==> config.mk <==
export PLATFORM = sky130hd
export DESIGN_NAME = letterbox_line_detector
export DESIGN_NICKNAME = d
export VERILOG_FILES = /design/src/rtl/letterbox_pkg.sv /design/src/rtl/letterbox_line_detector.sv
export SDC_FILE = /design/constraint.sdc
export NUM_CORES = 1
export LEC_CHECK = 0
export BUFFER_PORTS_ARGS = -buffer_cell sky130_fd_sc_hd__buf_2
export CAP_MARGIN = 5
export CORE_AREA = 2 2 121 123
export DETAILED_ROUTE_END_ITERATION = 7
export DIE_AREA = 0 0 123 125
export GPL_TIMING_DRIVEN = 0
export PLACE_DENSITY = 0.69
export SYNTH_ARGS = -nofsm -noshare
export SYNTH_HDL_FRONTEND = slang
export SYNTH_SLANG_ARGS = --single-unit
==> constraint.sdc <==
create_clock -name clock_i -period 10.1 [get_ports clock_i]
set_input_delay 1.01 -clock clock_i [delete_from_list [all_inputs] [get_ports clock_i]]
set_output_delay 1.01 -clock clock_i [all_outputs]
set_load 0.01 [all_outputs]
==> src/rtl/letterbox_pkg.sv <==
// Register map, field layout, reset values and line constants of the letterbox detector
package letterbox_pkg;
  // Register addresses on the serial register port
  localparam logic [7:0] TOP_COUNT_ADDR = 8'h9b;
  localparam logic [7:0] MID_COUNT_ADDR = 8'h9c;
  localparam logic [7:0] BOTTOM_COUNT_ADDR = 8'h9d;
  localparam logic [7:0] THRESHOLD_ADDR = 8'hdc;
  localparam logic [7:0] WINDOW_ADDR = 8'hdd;
  // Field positions in the window register
  localparam int START_LSB = 4;
  localparam int END_LSB = 0;
  // Reset values
  localparam logic [4:0] THRESHOLD_RESET = 5'h0c;
  localparam logic [3:0] START_RESET = 4'h4;
  localparam logic [3:0] END_RESET = 4'hd;
  localparam logic [4:0] THRESHOLD_MAX = 5'h10;
  // Line numbering: code 4 maps to line 23, code 13 to line 262
  localparam logic [9:0] START_LINE_BASE = 10'h013;
  localparam logic [9:0] END_LINE_BASE = 10'h0f9;
  localparam logic [9:0] FIELD_MID_LINE = 10'h08e;
  // Run lengths needed before a count is reported
  localparam logic [7:0] MIN_BLOCK_LINES = 8'h06;
  localparam logic [7:0] MIN_BAND_LINES = 8'h02;
endpackage

==> src/rtl/letterbox_line_detector.sv <==
// Letterbox detector: black line classification, run counting and count registers
// Contract
// - Sum active luminance per line, compare with threshold at line end.
// - Five-bit threshold setting, reset value selects the default threshold.
// - Codes above default up to maximum raise the threshold.
// - Codes below default lower the threshold.
// - Top count reported only after six consecutive black lines; value is lines found.
// - Top window start programmable per line through a four-bit setting.
// - Top window closes at the middle of the field.
// - Default start code aligns with active video; each step moves one line.
// - Bottom count reported only after six continuous black lines; value is lines found.
// - Bottom window opens mid field; closing line set by four-bit setting.
// - Default end code ends at last active line; lower codes end earlier.
// - Mid count reported after two black lines, a band, then bottom block.
// - Without a subtitle band the mid count equals the bottom count.
// - Counts become visible two fields after the measured field.
// - Top, mid and bottom counts are eight-bit read-only at consecutive addresses.
// - Start setting in upper nibble, end setting in lower nibble, one register.
`timescale 1ns/1ns
`default_nettype none
module letterbox_line_detector #(
  parameter int SUM_W = 20,
  parameter int THRESHOLD_UNIT = 1024
) (
  // Clock and reset
  input wire logic clock_i,
  input wire logic arst_n_i,
  // Luminance stream and timing
  input wire logic [7:0] luma_i,
  input wire logic luma_valid_i,
  input wire logic line_end_i,
  input wire logic field_start_i,
  // Register port
  input wire logic [7:0] reg_addr_i,
  input wire logic reg_wr_i,
  input wire logic [7:0] reg_wdata_i,
  input wire logic reg_rd_i,
  output logic [7:0] reg_rdata_o
);

  // Saturating increment of an eight-bit run counter
  function automatic logic [7:0] sat_inc(input logic [7:0] v);
    return (v == 8'hff) ? v : v + 8'h01;
  endfunction

  // Settings
  logic [4:0] thr_code_q;
  logic [3:0] start_code_q;
  logic [3:0] end_code_q;
  // Line accumulation
  logic [SUM_W-1:0] acc_q;
  logic [9:0] line_q;
  // Top run state
  logic [7:0] top_run_q;
  logic top_done_q;
  // Bottom and band state
  logic [7:0] bot_run_q;
  logic [7:0] span_q;
  logic band_q;
  // Result pipeline
  logic [7:0] stage_top_q, stage_mid_q, stage_bot_q;
  logic [7:0] vis_top_q, vis_mid_q, vis_bot_q;
  logic [7:0] rdata_q;
  // History of field results for the delay check
  logic [7:0] hist_top_q, hist_mid_q, hist_bot_q;

  // Threshold from code, clamped at the documented maximum
  wire [4:0] thr_clamped_w = (thr_code_q > letterbox_pkg::THRESHOLD_MAX) ?
                             letterbox_pkg::THRESHOLD_MAX : thr_code_q;
  wire [SUM_W-1:0] thresh_w = SUM_W'(({27'h0, thr_clamped_w} + 32'h1) * THRESHOLD_UNIT);
  wire [SUM_W-1:0] default_thresh_w =
    SUM_W'(({27'h0, letterbox_pkg::THRESHOLD_RESET} + 32'h1) * THRESHOLD_UNIT);

  // Line total and black decision
  wire [SUM_W-1:0] total_w = acc_q + (luma_valid_i ? SUM_W'(luma_i) : '0);
  wire black_w = total_w < thresh_w;
  wire line_done_w = line_end_i && !field_start_i;

  // Detection windows in field line numbers
  wire [9:0] start_line_w = letterbox_pkg::START_LINE_BASE + 10'(start_code_q);
  wire [9:0] end_line_w = letterbox_pkg::END_LINE_BASE + 10'(end_code_q);
  wire in_top_w = (line_q >= start_line_w) && (line_q < letterbox_pkg::FIELD_MID_LINE);
  wire in_bot_w = (line_q >= letterbox_pkg::FIELD_MID_LINE) && (line_q <= end_line_w);

  // Field results, zero unless the block is long enough
  wire [7:0] top_res_w = (top_run_q >= letterbox_pkg::MIN_BLOCK_LINES) ? top_run_q : 8'h00;
  wire [7:0] bot_res_w = (bot_run_q >= letterbox_pkg::MIN_BLOCK_LINES) ? bot_run_q : 8'h00;
  wire [7:0] mid_res_w = (band_q && bot_res_w != 8'h00) ? span_q : bot_res_w;

  // Register decode
  wire wr_thr_w = reg_wr_i && (reg_addr_i == letterbox_pkg::THRESHOLD_ADDR);
  wire wr_win_w = reg_wr_i && (reg_addr_i == letterbox_pkg::WINDOW_ADDR);
  wire [7:0] rd_mux_w =
    (reg_addr_i == letterbox_pkg::TOP_COUNT_ADDR) ? vis_top_q :
    (reg_addr_i == letterbox_pkg::MID_COUNT_ADDR) ? vis_mid_q :
    (reg_addr_i == letterbox_pkg::BOTTOM_COUNT_ADDR) ? vis_bot_q :
    (reg_addr_i == letterbox_pkg::THRESHOLD_ADDR) ? {3'h0, thr_code_q} :
    (reg_addr_i == letterbox_pkg::WINDOW_ADDR) ? {start_code_q, end_code_q} : 8'h00;

  // Software settings
  always_ff @(posedge clock_i or negedge arst_n_i) begin
    if (!arst_n_i) begin
      thr_code_q <= letterbox_pkg::THRESHOLD_RESET;
      start_code_q <= letterbox_pkg::START_RESET;
      end_code_q <= letterbox_pkg::END_RESET;
    end else begin
      if (wr_thr_w) begin
        thr_code_q <= reg_wdata_i[4:0];
      end
      if (wr_win_w) begin
        start_code_q <= reg_wdata_i[letterbox_pkg::START_LSB +: 4];
        end_code_q <= reg_wdata_i[letterbox_pkg::END_LSB +: 4];
      end
    end
  end

  // Read data, held until the next read
  always_ff @(posedge clock_i or negedge arst_n_i) begin
    if (!arst_n_i) begin
      rdata_q <= 8'h00;
    end else if (reg_rd_i) begin
      rdata_q <= rd_mux_w;
    end
  end
  assign reg_rdata_o = rdata_q;

  // Luminance accumulation and line counting
  always_ff @(posedge clock_i or negedge arst_n_i) begin
    if (!arst_n_i) begin
      acc_q <= '0;
      line_q <= 10'h001;
    end else if (field_start_i) begin
      acc_q <= '0;
      line_q <= 10'h001;
    end else if (line_end_i) begin
      acc_q <= '0;
      line_q <= (line_q == 10'h3ff) ? line_q : line_q + 10'h001;
    end else if (luma_valid_i) begin
      acc_q <= total_w;
    end
  end

  // Top run: counts black lines from window start, stops at first non-black
  always_ff @(posedge clock_i or negedge arst_n_i) begin
    if (!arst_n_i) begin
      top_run_q <= 8'h00;
      top_done_q <= 1'b0;
    end else if (field_start_i) begin
      top_run_q <= 8'h00;
      top_done_q <= 1'b0;
    end else if (line_done_w && in_top_w && !top_done_q) begin
      if (black_w) begin
        top_run_q <= sat_inc(top_run_q);
      end else begin
        top_done_q <= 1'b1;
      end
    end
  end

  // Bottom run ends at window close; after a band the span also counts lit lines
  always_ff @(posedge clock_i or negedge arst_n_i) begin
    if (!arst_n_i) begin
      bot_run_q <= 8'h00;
      span_q <= 8'h00;
      band_q <= 1'b0;
    end else if (field_start_i) begin
      bot_run_q <= 8'h00;
      span_q <= 8'h00;
      band_q <= 1'b0;
    end else if (line_done_w && in_bot_w) begin
      if (black_w) begin
        bot_run_q <= sat_inc(bot_run_q);
        span_q <= sat_inc(span_q);
      end else begin
        bot_run_q <= 8'h00;
        if (bot_run_q >= letterbox_pkg::MIN_BAND_LINES) begin
          band_q <= 1'b1;
          span_q <= sat_inc(bot_run_q);
        end else begin
          span_q <= band_q ? sat_inc(span_q) : 8'h00;
        end
      end
    end
  end

  // Two-stage result pipeline, all three counts move on the same edge
  always_ff @(posedge clock_i or negedge arst_n_i) begin
    if (!arst_n_i) begin
      stage_top_q <= 8'h00;
      stage_mid_q <= 8'h00;
      stage_bot_q <= 8'h00;
      vis_top_q <= 8'h00;
      vis_mid_q <= 8'h00;
      vis_bot_q <= 8'h00;
    end else if (field_start_i) begin
      stage_top_q <= top_res_w;
      stage_mid_q <= mid_res_w;
      stage_bot_q <= bot_res_w;
      vis_top_q <= stage_top_q;
      vis_mid_q <= stage_mid_q;
      vis_bot_q <= stage_bot_q;
    end
  end

  // Result of each field, kept one field start for the delay check
  always_ff @(posedge clock_i or negedge arst_n_i) begin
    if (!arst_n_i) begin
      hist_top_q <= 8'h00;
      hist_mid_q <= 8'h00;
      hist_bot_q <= 8'h00;
    end else if (field_start_i) begin
      hist_top_q <= top_res_w;
      hist_mid_q <= mid_res_w;
      hist_bot_q <= bot_res_w;
    end
  end

  // Checks on the detector behaviour
  a_top_min_run: assert property (@(posedge clock_i) disable iff (!arst_n_i)
    vis_top_q == 8'h00 || vis_top_q >= 8'h06)
    else $error("top count below six lines");
  a_bot_min_run: assert property (@(posedge clock_i) disable iff (!arst_n_i)
    vis_bot_q == 8'h00 || vis_bot_q >= 8'h06)
    else $error("bottom count below six lines");
  a_mid_no_band: assert property (@(posedge clock_i) disable iff (!arst_n_i)
    field_start_i && !band_q |=> stage_mid_q == stage_bot_q)
    else $error("mid count differs without band");
  a_mid_covers_bot: assert property (@(posedge clock_i) disable iff (!arst_n_i)
    vis_mid_q >= vis_bot_q)
    else $error("mid count below bottom count");
  a_counts_together: assert property (@(posedge clock_i) disable iff (!arst_n_i)
    (vis_top_q != $past(vis_top_q) || vis_mid_q != $past(vis_mid_q) ||
     vis_bot_q != $past(vis_bot_q)) |-> $past(field_start_i))
    else $error("count changed outside field start");
  // Each visible count is the result latched at the previous field start
  a_two_field_delay: assert property (@(posedge clock_i) disable iff (!arst_n_i)
    field_start_i |=> vis_top_q == $past(hist_top_q))
    else $error("top count not visible two fields later");
  a_two_field_mid: assert property (@(posedge clock_i) disable iff (!arst_n_i)
    field_start_i |=> vis_mid_q == $past(hist_mid_q))
    else $error("mid count not visible two fields later");
  a_two_field_bot: assert property (@(posedge clock_i) disable iff (!arst_n_i)
    field_start_i |=> vis_bot_q == $past(hist_bot_q))
    else $error("bottom count not visible two fields later");
  a_thresh_raise: assert property (@(posedge clock_i) disable iff (!arst_n_i)
    thr_code_q > letterbox_pkg::THRESHOLD_RESET |-> thresh_w > default_thresh_w)
    else $error("higher code did not raise threshold");
  a_thresh_lower: assert property (@(posedge clock_i) disable iff (!arst_n_i)
    thr_code_q < letterbox_pkg::THRESHOLD_RESET |-> thresh_w < default_thresh_w)
    else $error("lower code did not lower threshold");
  a_top_freeze: assert property (@(posedge clock_i) disable iff (!arst_n_i)
    !field_start_i && (!in_top_w || top_done_q) |=> top_run_q == $past(top_run_q))
    else $error("top run moved outside window");
  a_window_write: assert property (@(posedge clock_i) disable iff (!arst_n_i)
    wr_win_w |=> start_code_q == $past(reg_wdata_i[7:4]) && end_code_q == $past(reg_wdata_i[3:0]))
    else $error("window setting not taken");
  // Threshold write keeps only the five code bits
  a_thr_write: assert property (@(posedge clock_i) disable iff (!arst_n_i)
    wr_thr_w |=>
    thr_code_q == $past(reg_wdata_i[4:0]))
    else $error("threshold setting not taken");
  // Read data must not wander between reads
  a_rdata_hold: assert property (@(posedge clock_i) disable iff (!arst_n_i)
    !reg_rd_i |=>
    reg_rdata_o == $past(reg_rdata_o))
    else $error("read data changed without a read");
  // Top count register is read-only
  a_count_readonly: assert property (@(posedge clock_i) disable iff (!arst_n_i)
    reg_wr_i && reg_addr_i == letterbox_pkg::TOP_COUNT_ADDR && !field_start_i |=>
    vis_top_q == $past(vis_top_q))
    else $error("write reached a count register");
  // Once the top run has ended it stays ended for the field
  a_top_stops: assert property (@(posedge clock_i) disable iff (!arst_n_i)
    top_done_q && !field_start_i |=>
    top_done_q)
    else $error("top run restarted within field");
  // A field start restarts line numbering and the sum
  a_line_restart: assert property (@(posedge clock_i) disable iff (!arst_n_i)
    field_start_i |=>
    line_q == 10'h001 && acc_q == '0)
    else $error("line count not restarted");
  // Outside the bottom window the run must hold
  a_bot_window_end: assert property (@(posedge clock_i) disable iff (!arst_n_i)
    line_done_w && !in_bot_w && !field_start_i |=>
    bot_run_q == $past(bot_run_q))
    else $error("bottom run moved outside window");
  // A lit line inside the top window ends the top run
  a_top_nonblack_ends: assert property (@(posedge clock_i) disable iff (!arst_n_i)
    line_done_w && in_top_w && !top_done_q && !black_w |=>
    top_done_q)
    else $error("lit line did not end top run");
  // A band once seen is kept until the field ends
  a_band_sticky: assert property (@(posedge clock_i) disable iff (!arst_n_i)
    band_q && !field_start_i |=>
    band_q)
    else $error("band flag lost within field");
  // A lit line in the bottom window clears the bottom run
  a_bot_clear_lit: assert property (@(posedge clock_i) disable iff (!arst_n_i)
    line_done_w && in_bot_w && !black_w |=>
    bot_run_q == 8'h00)
    else $error("lit line did not clear bottom run");
  // Each black line in the top window adds exactly one
  a_top_run_step: assert property (@(posedge clock_i) disable iff (!arst_n_i)
    line_done_w && in_top_w && !top_done_q && black_w && top_run_q != 8'hff |=>
    top_run_q == $past(top_run_q) + 8'h01)
    else $error("top run did not step");
  // The sum restarts after every line end
  a_acc_line_clear: assert property (@(posedge clock_i) disable iff (!arst_n_i)
    line_end_i |=>
    acc_q == '0)
    else $error("line sum not cleared");
  // With a band the mid result is the whole span
  a_mid_span: assert property (@(posedge clock_i) disable iff (!arst_n_i)
    field_start_i && band_q && bot_res_w != 8'h00 |=>
    stage_mid_q == $past(span_q))
    else $error("mid count is not the span");
  // A short top run reports zero
  a_zero_short_top: assert property (@(posedge clock_i) disable iff (!arst_n_i)
    field_start_i && top_run_q < letterbox_pkg::MIN_BLOCK_LINES |=>
    stage_top_q == 8'h00)
    else $error("short top run reported");
  // A short bottom run reports zero
  a_zero_short_bot: assert property (@(posedge clock_i) disable iff (!arst_n_i)
    field_start_i && bot_run_q < letterbox_pkg::MIN_BLOCK_LINES |=>
    stage_bot_q == 8'h00)
    else $error("short bottom run reported");
  // Window register reads back both nibbles in place
  a_window_read: assert property (@(posedge clock_i) disable iff (!arst_n_i)
    reg_rd_i && reg_addr_i == letterbox_pkg::WINDOW_ADDR |=>
    reg_rdata_o == {$past(start_code_q), $past(end_code_q)})
    else $error("window register read wrong");

  // Main scenarios
  c_top_found: cover property (@(posedge clock_i) disable iff (!arst_n_i)
    field_start_i && top_res_w != 8'h00);
  c_band_found: cover property (@(posedge clock_i) disable iff (!arst_n_i)
    field_start_i && band_q && bot_res_w != 8'h00);
  c_count_visible: cover property (@(posedge clock_i) disable iff (!arst_n_i)
    vis_bot_q != 8'h00);
  c_threshold_max: cover property (@(posedge clock_i) disable iff (!arst_n_i)
    field_start_i && thr_code_q == letterbox_pkg::THRESHOLD_MAX);
  c_window_moved: cover property (@(posedge clock_i) disable iff (!arst_n_i)
    field_start_i && start_code_q != letterbox_pkg::START_RESET);

endmodule
`default_nettype wire

==> results.yml <==
status:
  status: "completed"
yosys:
  synth.distinct_cells: 66
  yosysMostFrequentCell: "dfrtp_1"
  synth_edf_count: 0
  ys_seq_elements: 125
  synth_warnings: 0
  synthCells: 728
  synth_seq_area_share: 0.4337
  ys.flop_type: "dfrtp_1"
  synth_fp_nets: 799
  synth_area_leaders: "dfrtp_1 (41%), mux2_2 (7.3%), ha_1 (6.7%)"
  syn_area_um2: 7233
  netlist_top_cells_count: "dfrtp_1 (118), nor2_1 (75), mux2_2 (47), nand2_1 (47), ha_1 (39)"
  synthArstFlopShare: 1.000
  avgSynthCellArea_um2: 9.936
  synth_area_leader_cell: "dfrtp_1"
  synthDominantCellAreaShare: 0.4082
routing:
  routed_wl_um: 17650
  postRouteAntennaNets: 0
  vias: 5836
  vias_per_cell: 5.955
  drt_iter0_drc: 369
  drt-pass1-iter-count: 6
  wl_per_cell_um: 18.01
  drc: 0
clock_network:
  cts_resized: 0
  hold_buffers: 0
  clk_pin_slew_ns: 0.06
  cts-buffers-inserted: 17
  clockBufferDepth: 2
  cts_htree_levels: 4
  root_buffer: "clkbuf_16"
  clkLatencyLatePin_ns: 0.42
  post-cts-setup-buffers: 0
  cts_tree: "yes"
  clock-sinks: 125
worst_setup_path:
  critPathCaptureType: "flip-flop"
  crit_fanout: 10
  reg2regPathDepth: 18
  cpPeakStageDelay_ns: 0.66
  path_class: "in2reg"
  r2r_start: "acc_q[0]"
  rrSetupSlack_ns: 5.45
  r2r_end: "span_q[5]"
  start_kind: "input pin"
  cp_cell_sequence: "clkbuf_1, clkbuf_1, and2_1, ha_1, fa_1, a211o_1, a211oi_1, nor2_1, nand2_1, xnor2_1, ha_1, a21oi_1, o21ai_0, nor2_1, nor3_1, a211o_4, buf_6, buf_2, nand3_1, a22oi_1, o31ai_1"
  cp.arrival_ns: 5.80
  crit_required_ns: 10.39
  critPathSlowestCell: "a211oi_1"
floorplan:
  core_um2: 14200
  rows: 44
  die_w_um: 123
  io_pins: 39
  initial_core_util: 0.5092
  die_h_um: 125
  dieArea_um2: 15380
global_routing:
  grt_pass1_vias: 5765
  grt_max_degree: 98
  grt_pass1_wl_um: 29210
  antenna_found_initial: 0
  grt_usage: 0.2433
  grt_overflow: 0
pwr:
  power.leakage_nw: 3.842
  ir_drop_mv: 0.09206
  p_per_area_nw_per_um2: 146.5
flow_run:
  drv_cap: 0
placement:
  placed_cells: 948
  portBuffers: 35
  place_congestion: 0.9083
  dp_slack_ns: 4.241
  hpwl_um: 12980
  placed_cell_area_um2: 7672
timing:
  fin_crit_sh: 0.5453
  max_freq_ghz: 0.1816
  tightest_slew_ns: 1.276
  fin_tns_setup_ns: 0
  timing.final.max_slew_violations: 0
  rsz0062_at_grt: "false"
  hold_viol: 0
  layout_min_cycle_time_ns: 5.507
  maxSlewHeadroom: 0.1418
  setup_violations: 0
  fin_ws_ns: 4.593
  fin_worst_skew_ns: 0.006325
layout:
  drive_gt1_frac: 0.1721
  stdcell_count: 980
  syn2layout_area_growth_pct: 13.77
  antenna_cells: 0
  final_core_util: 0.5794
  nets: 854
  final_cell_area_um2: 8229
hold_path:
  hp-class: "in2async"
metal layers:
metal / part of all wire / GRT usage
met5: 0 / 0
met2: 0.49 / 0.3877
met1: 0.44 / 0.3203
met3: 0.044 / 0.05246
met4: 0.028 / 0.1029
placed cells by master (no fill, tap or decap), types with 19 or more instances in the layout:
cell	count
a21oi_1	36
buf_2	37
clkbuf_1	19
dfrtp_1	118
ha_1	39
inv_1	22
mux2_2	47
nand2_1	47
nand3_1	29
nor2_1	75
o21ai_0	28
xnor2_1	24
worst max path at each step:
stage,from,endpoint,cells after the start
floorplan,luma_valid_i,top_run_q[4],18
global placement,luma_valid_i,span_q[5],21
detailed placement,luma_valid_i,span_q[5],21
CTS,luma_valid_i,span_q[5],21
global route,luma_valid_i,bot_run_q[3],21
finish,luma_valid_i,span_q[5],21
flip-flops by register name, indices dropped and copies added, names as in the netlist:
register,flops
end_code_q,4
vis_bot_q,8
top_done_q,1
span_q,8
vis_top_q,8
reg_rdata_o,8
band_q,1
stage_bot_q,8
line_q,10
top_run_q,8
stage_mid_q,8
thr_code_q,5
start_code_q,4
acc_q,20
stage_top_q,8
bot_run_q,8
vis_mid_q,8
cell families (layout without fill, tap and decap cells):
logic type | after synthesis | in the layout | synth area share
other | 1 | 1 | 0.0005184
XOR/XNOR | 40 | 40 | 0.04843
adder cells (fa/ha/maj) | 40 | 40 | 0.07023
AND/OR/NAND/NOR | 258 | 258 | 0.1837
multiplexers | 61 | 61 | 0.09272
buffers and inverters | 50 | 118 | 0.02750
flip-flops | 125 | 125 | 0.4337
AO/OA/AOI/OAI | 153 | 153 | 0.1432
stage by stage:
| step | total power (W) | hold slack (ns) |
|---|---|---|
| 2_1_floorplan | 0.0005969 | 0.4493 |
| 3_3_place_gp | 0.0006344 | 0.4888 |
| 3_5_place_dp | 0.0006404 | 0.4986 |
| 4_1_cts | 0.001216 | 0.4610 |
| 5_1_grt | 0.001255 | 0.4663 |
| 6_report | 0.001206 | 0.4602 |
layout make-up:
type	instances	area [um2]
clock inverters	15	131.4
fillers	1205	5974
well taps	184	230.2
plain buffers	28	116.4
repair buffers	36	209.0
clock buffers	17	425.4
inverters	22	82.58
flip-flops and latches	125	3137
multi-input cells	553	3897
worst max-delay path: cells and delay by family:
family / cells / cell delay, ns
AOI/OAI and AO/OA: 7 / 1.95
xor gates and xnor gates: 1 / 0.15
adders and majority gates: 3 / 0.82
buffers and inverters: 4 / 0.88
and+or+nand+nor: 6 / 0.98
power by group:
part | leakage (nW) | internal, W | total [W] | switching (W)
Clock | 0.262 | 0.000322 | 0.000575 | 0.000253
Sequential | 1.69 | 0.000517 | 0.000534 | 0.0000173
Combinational | 1.89 | 0.0000390 | 0.0000970 | 0.0000580
Total | 3.84 | 0.000878 | 0.00121 | 0.000328
Note: power is estimated with default switching activity, not from simulation.
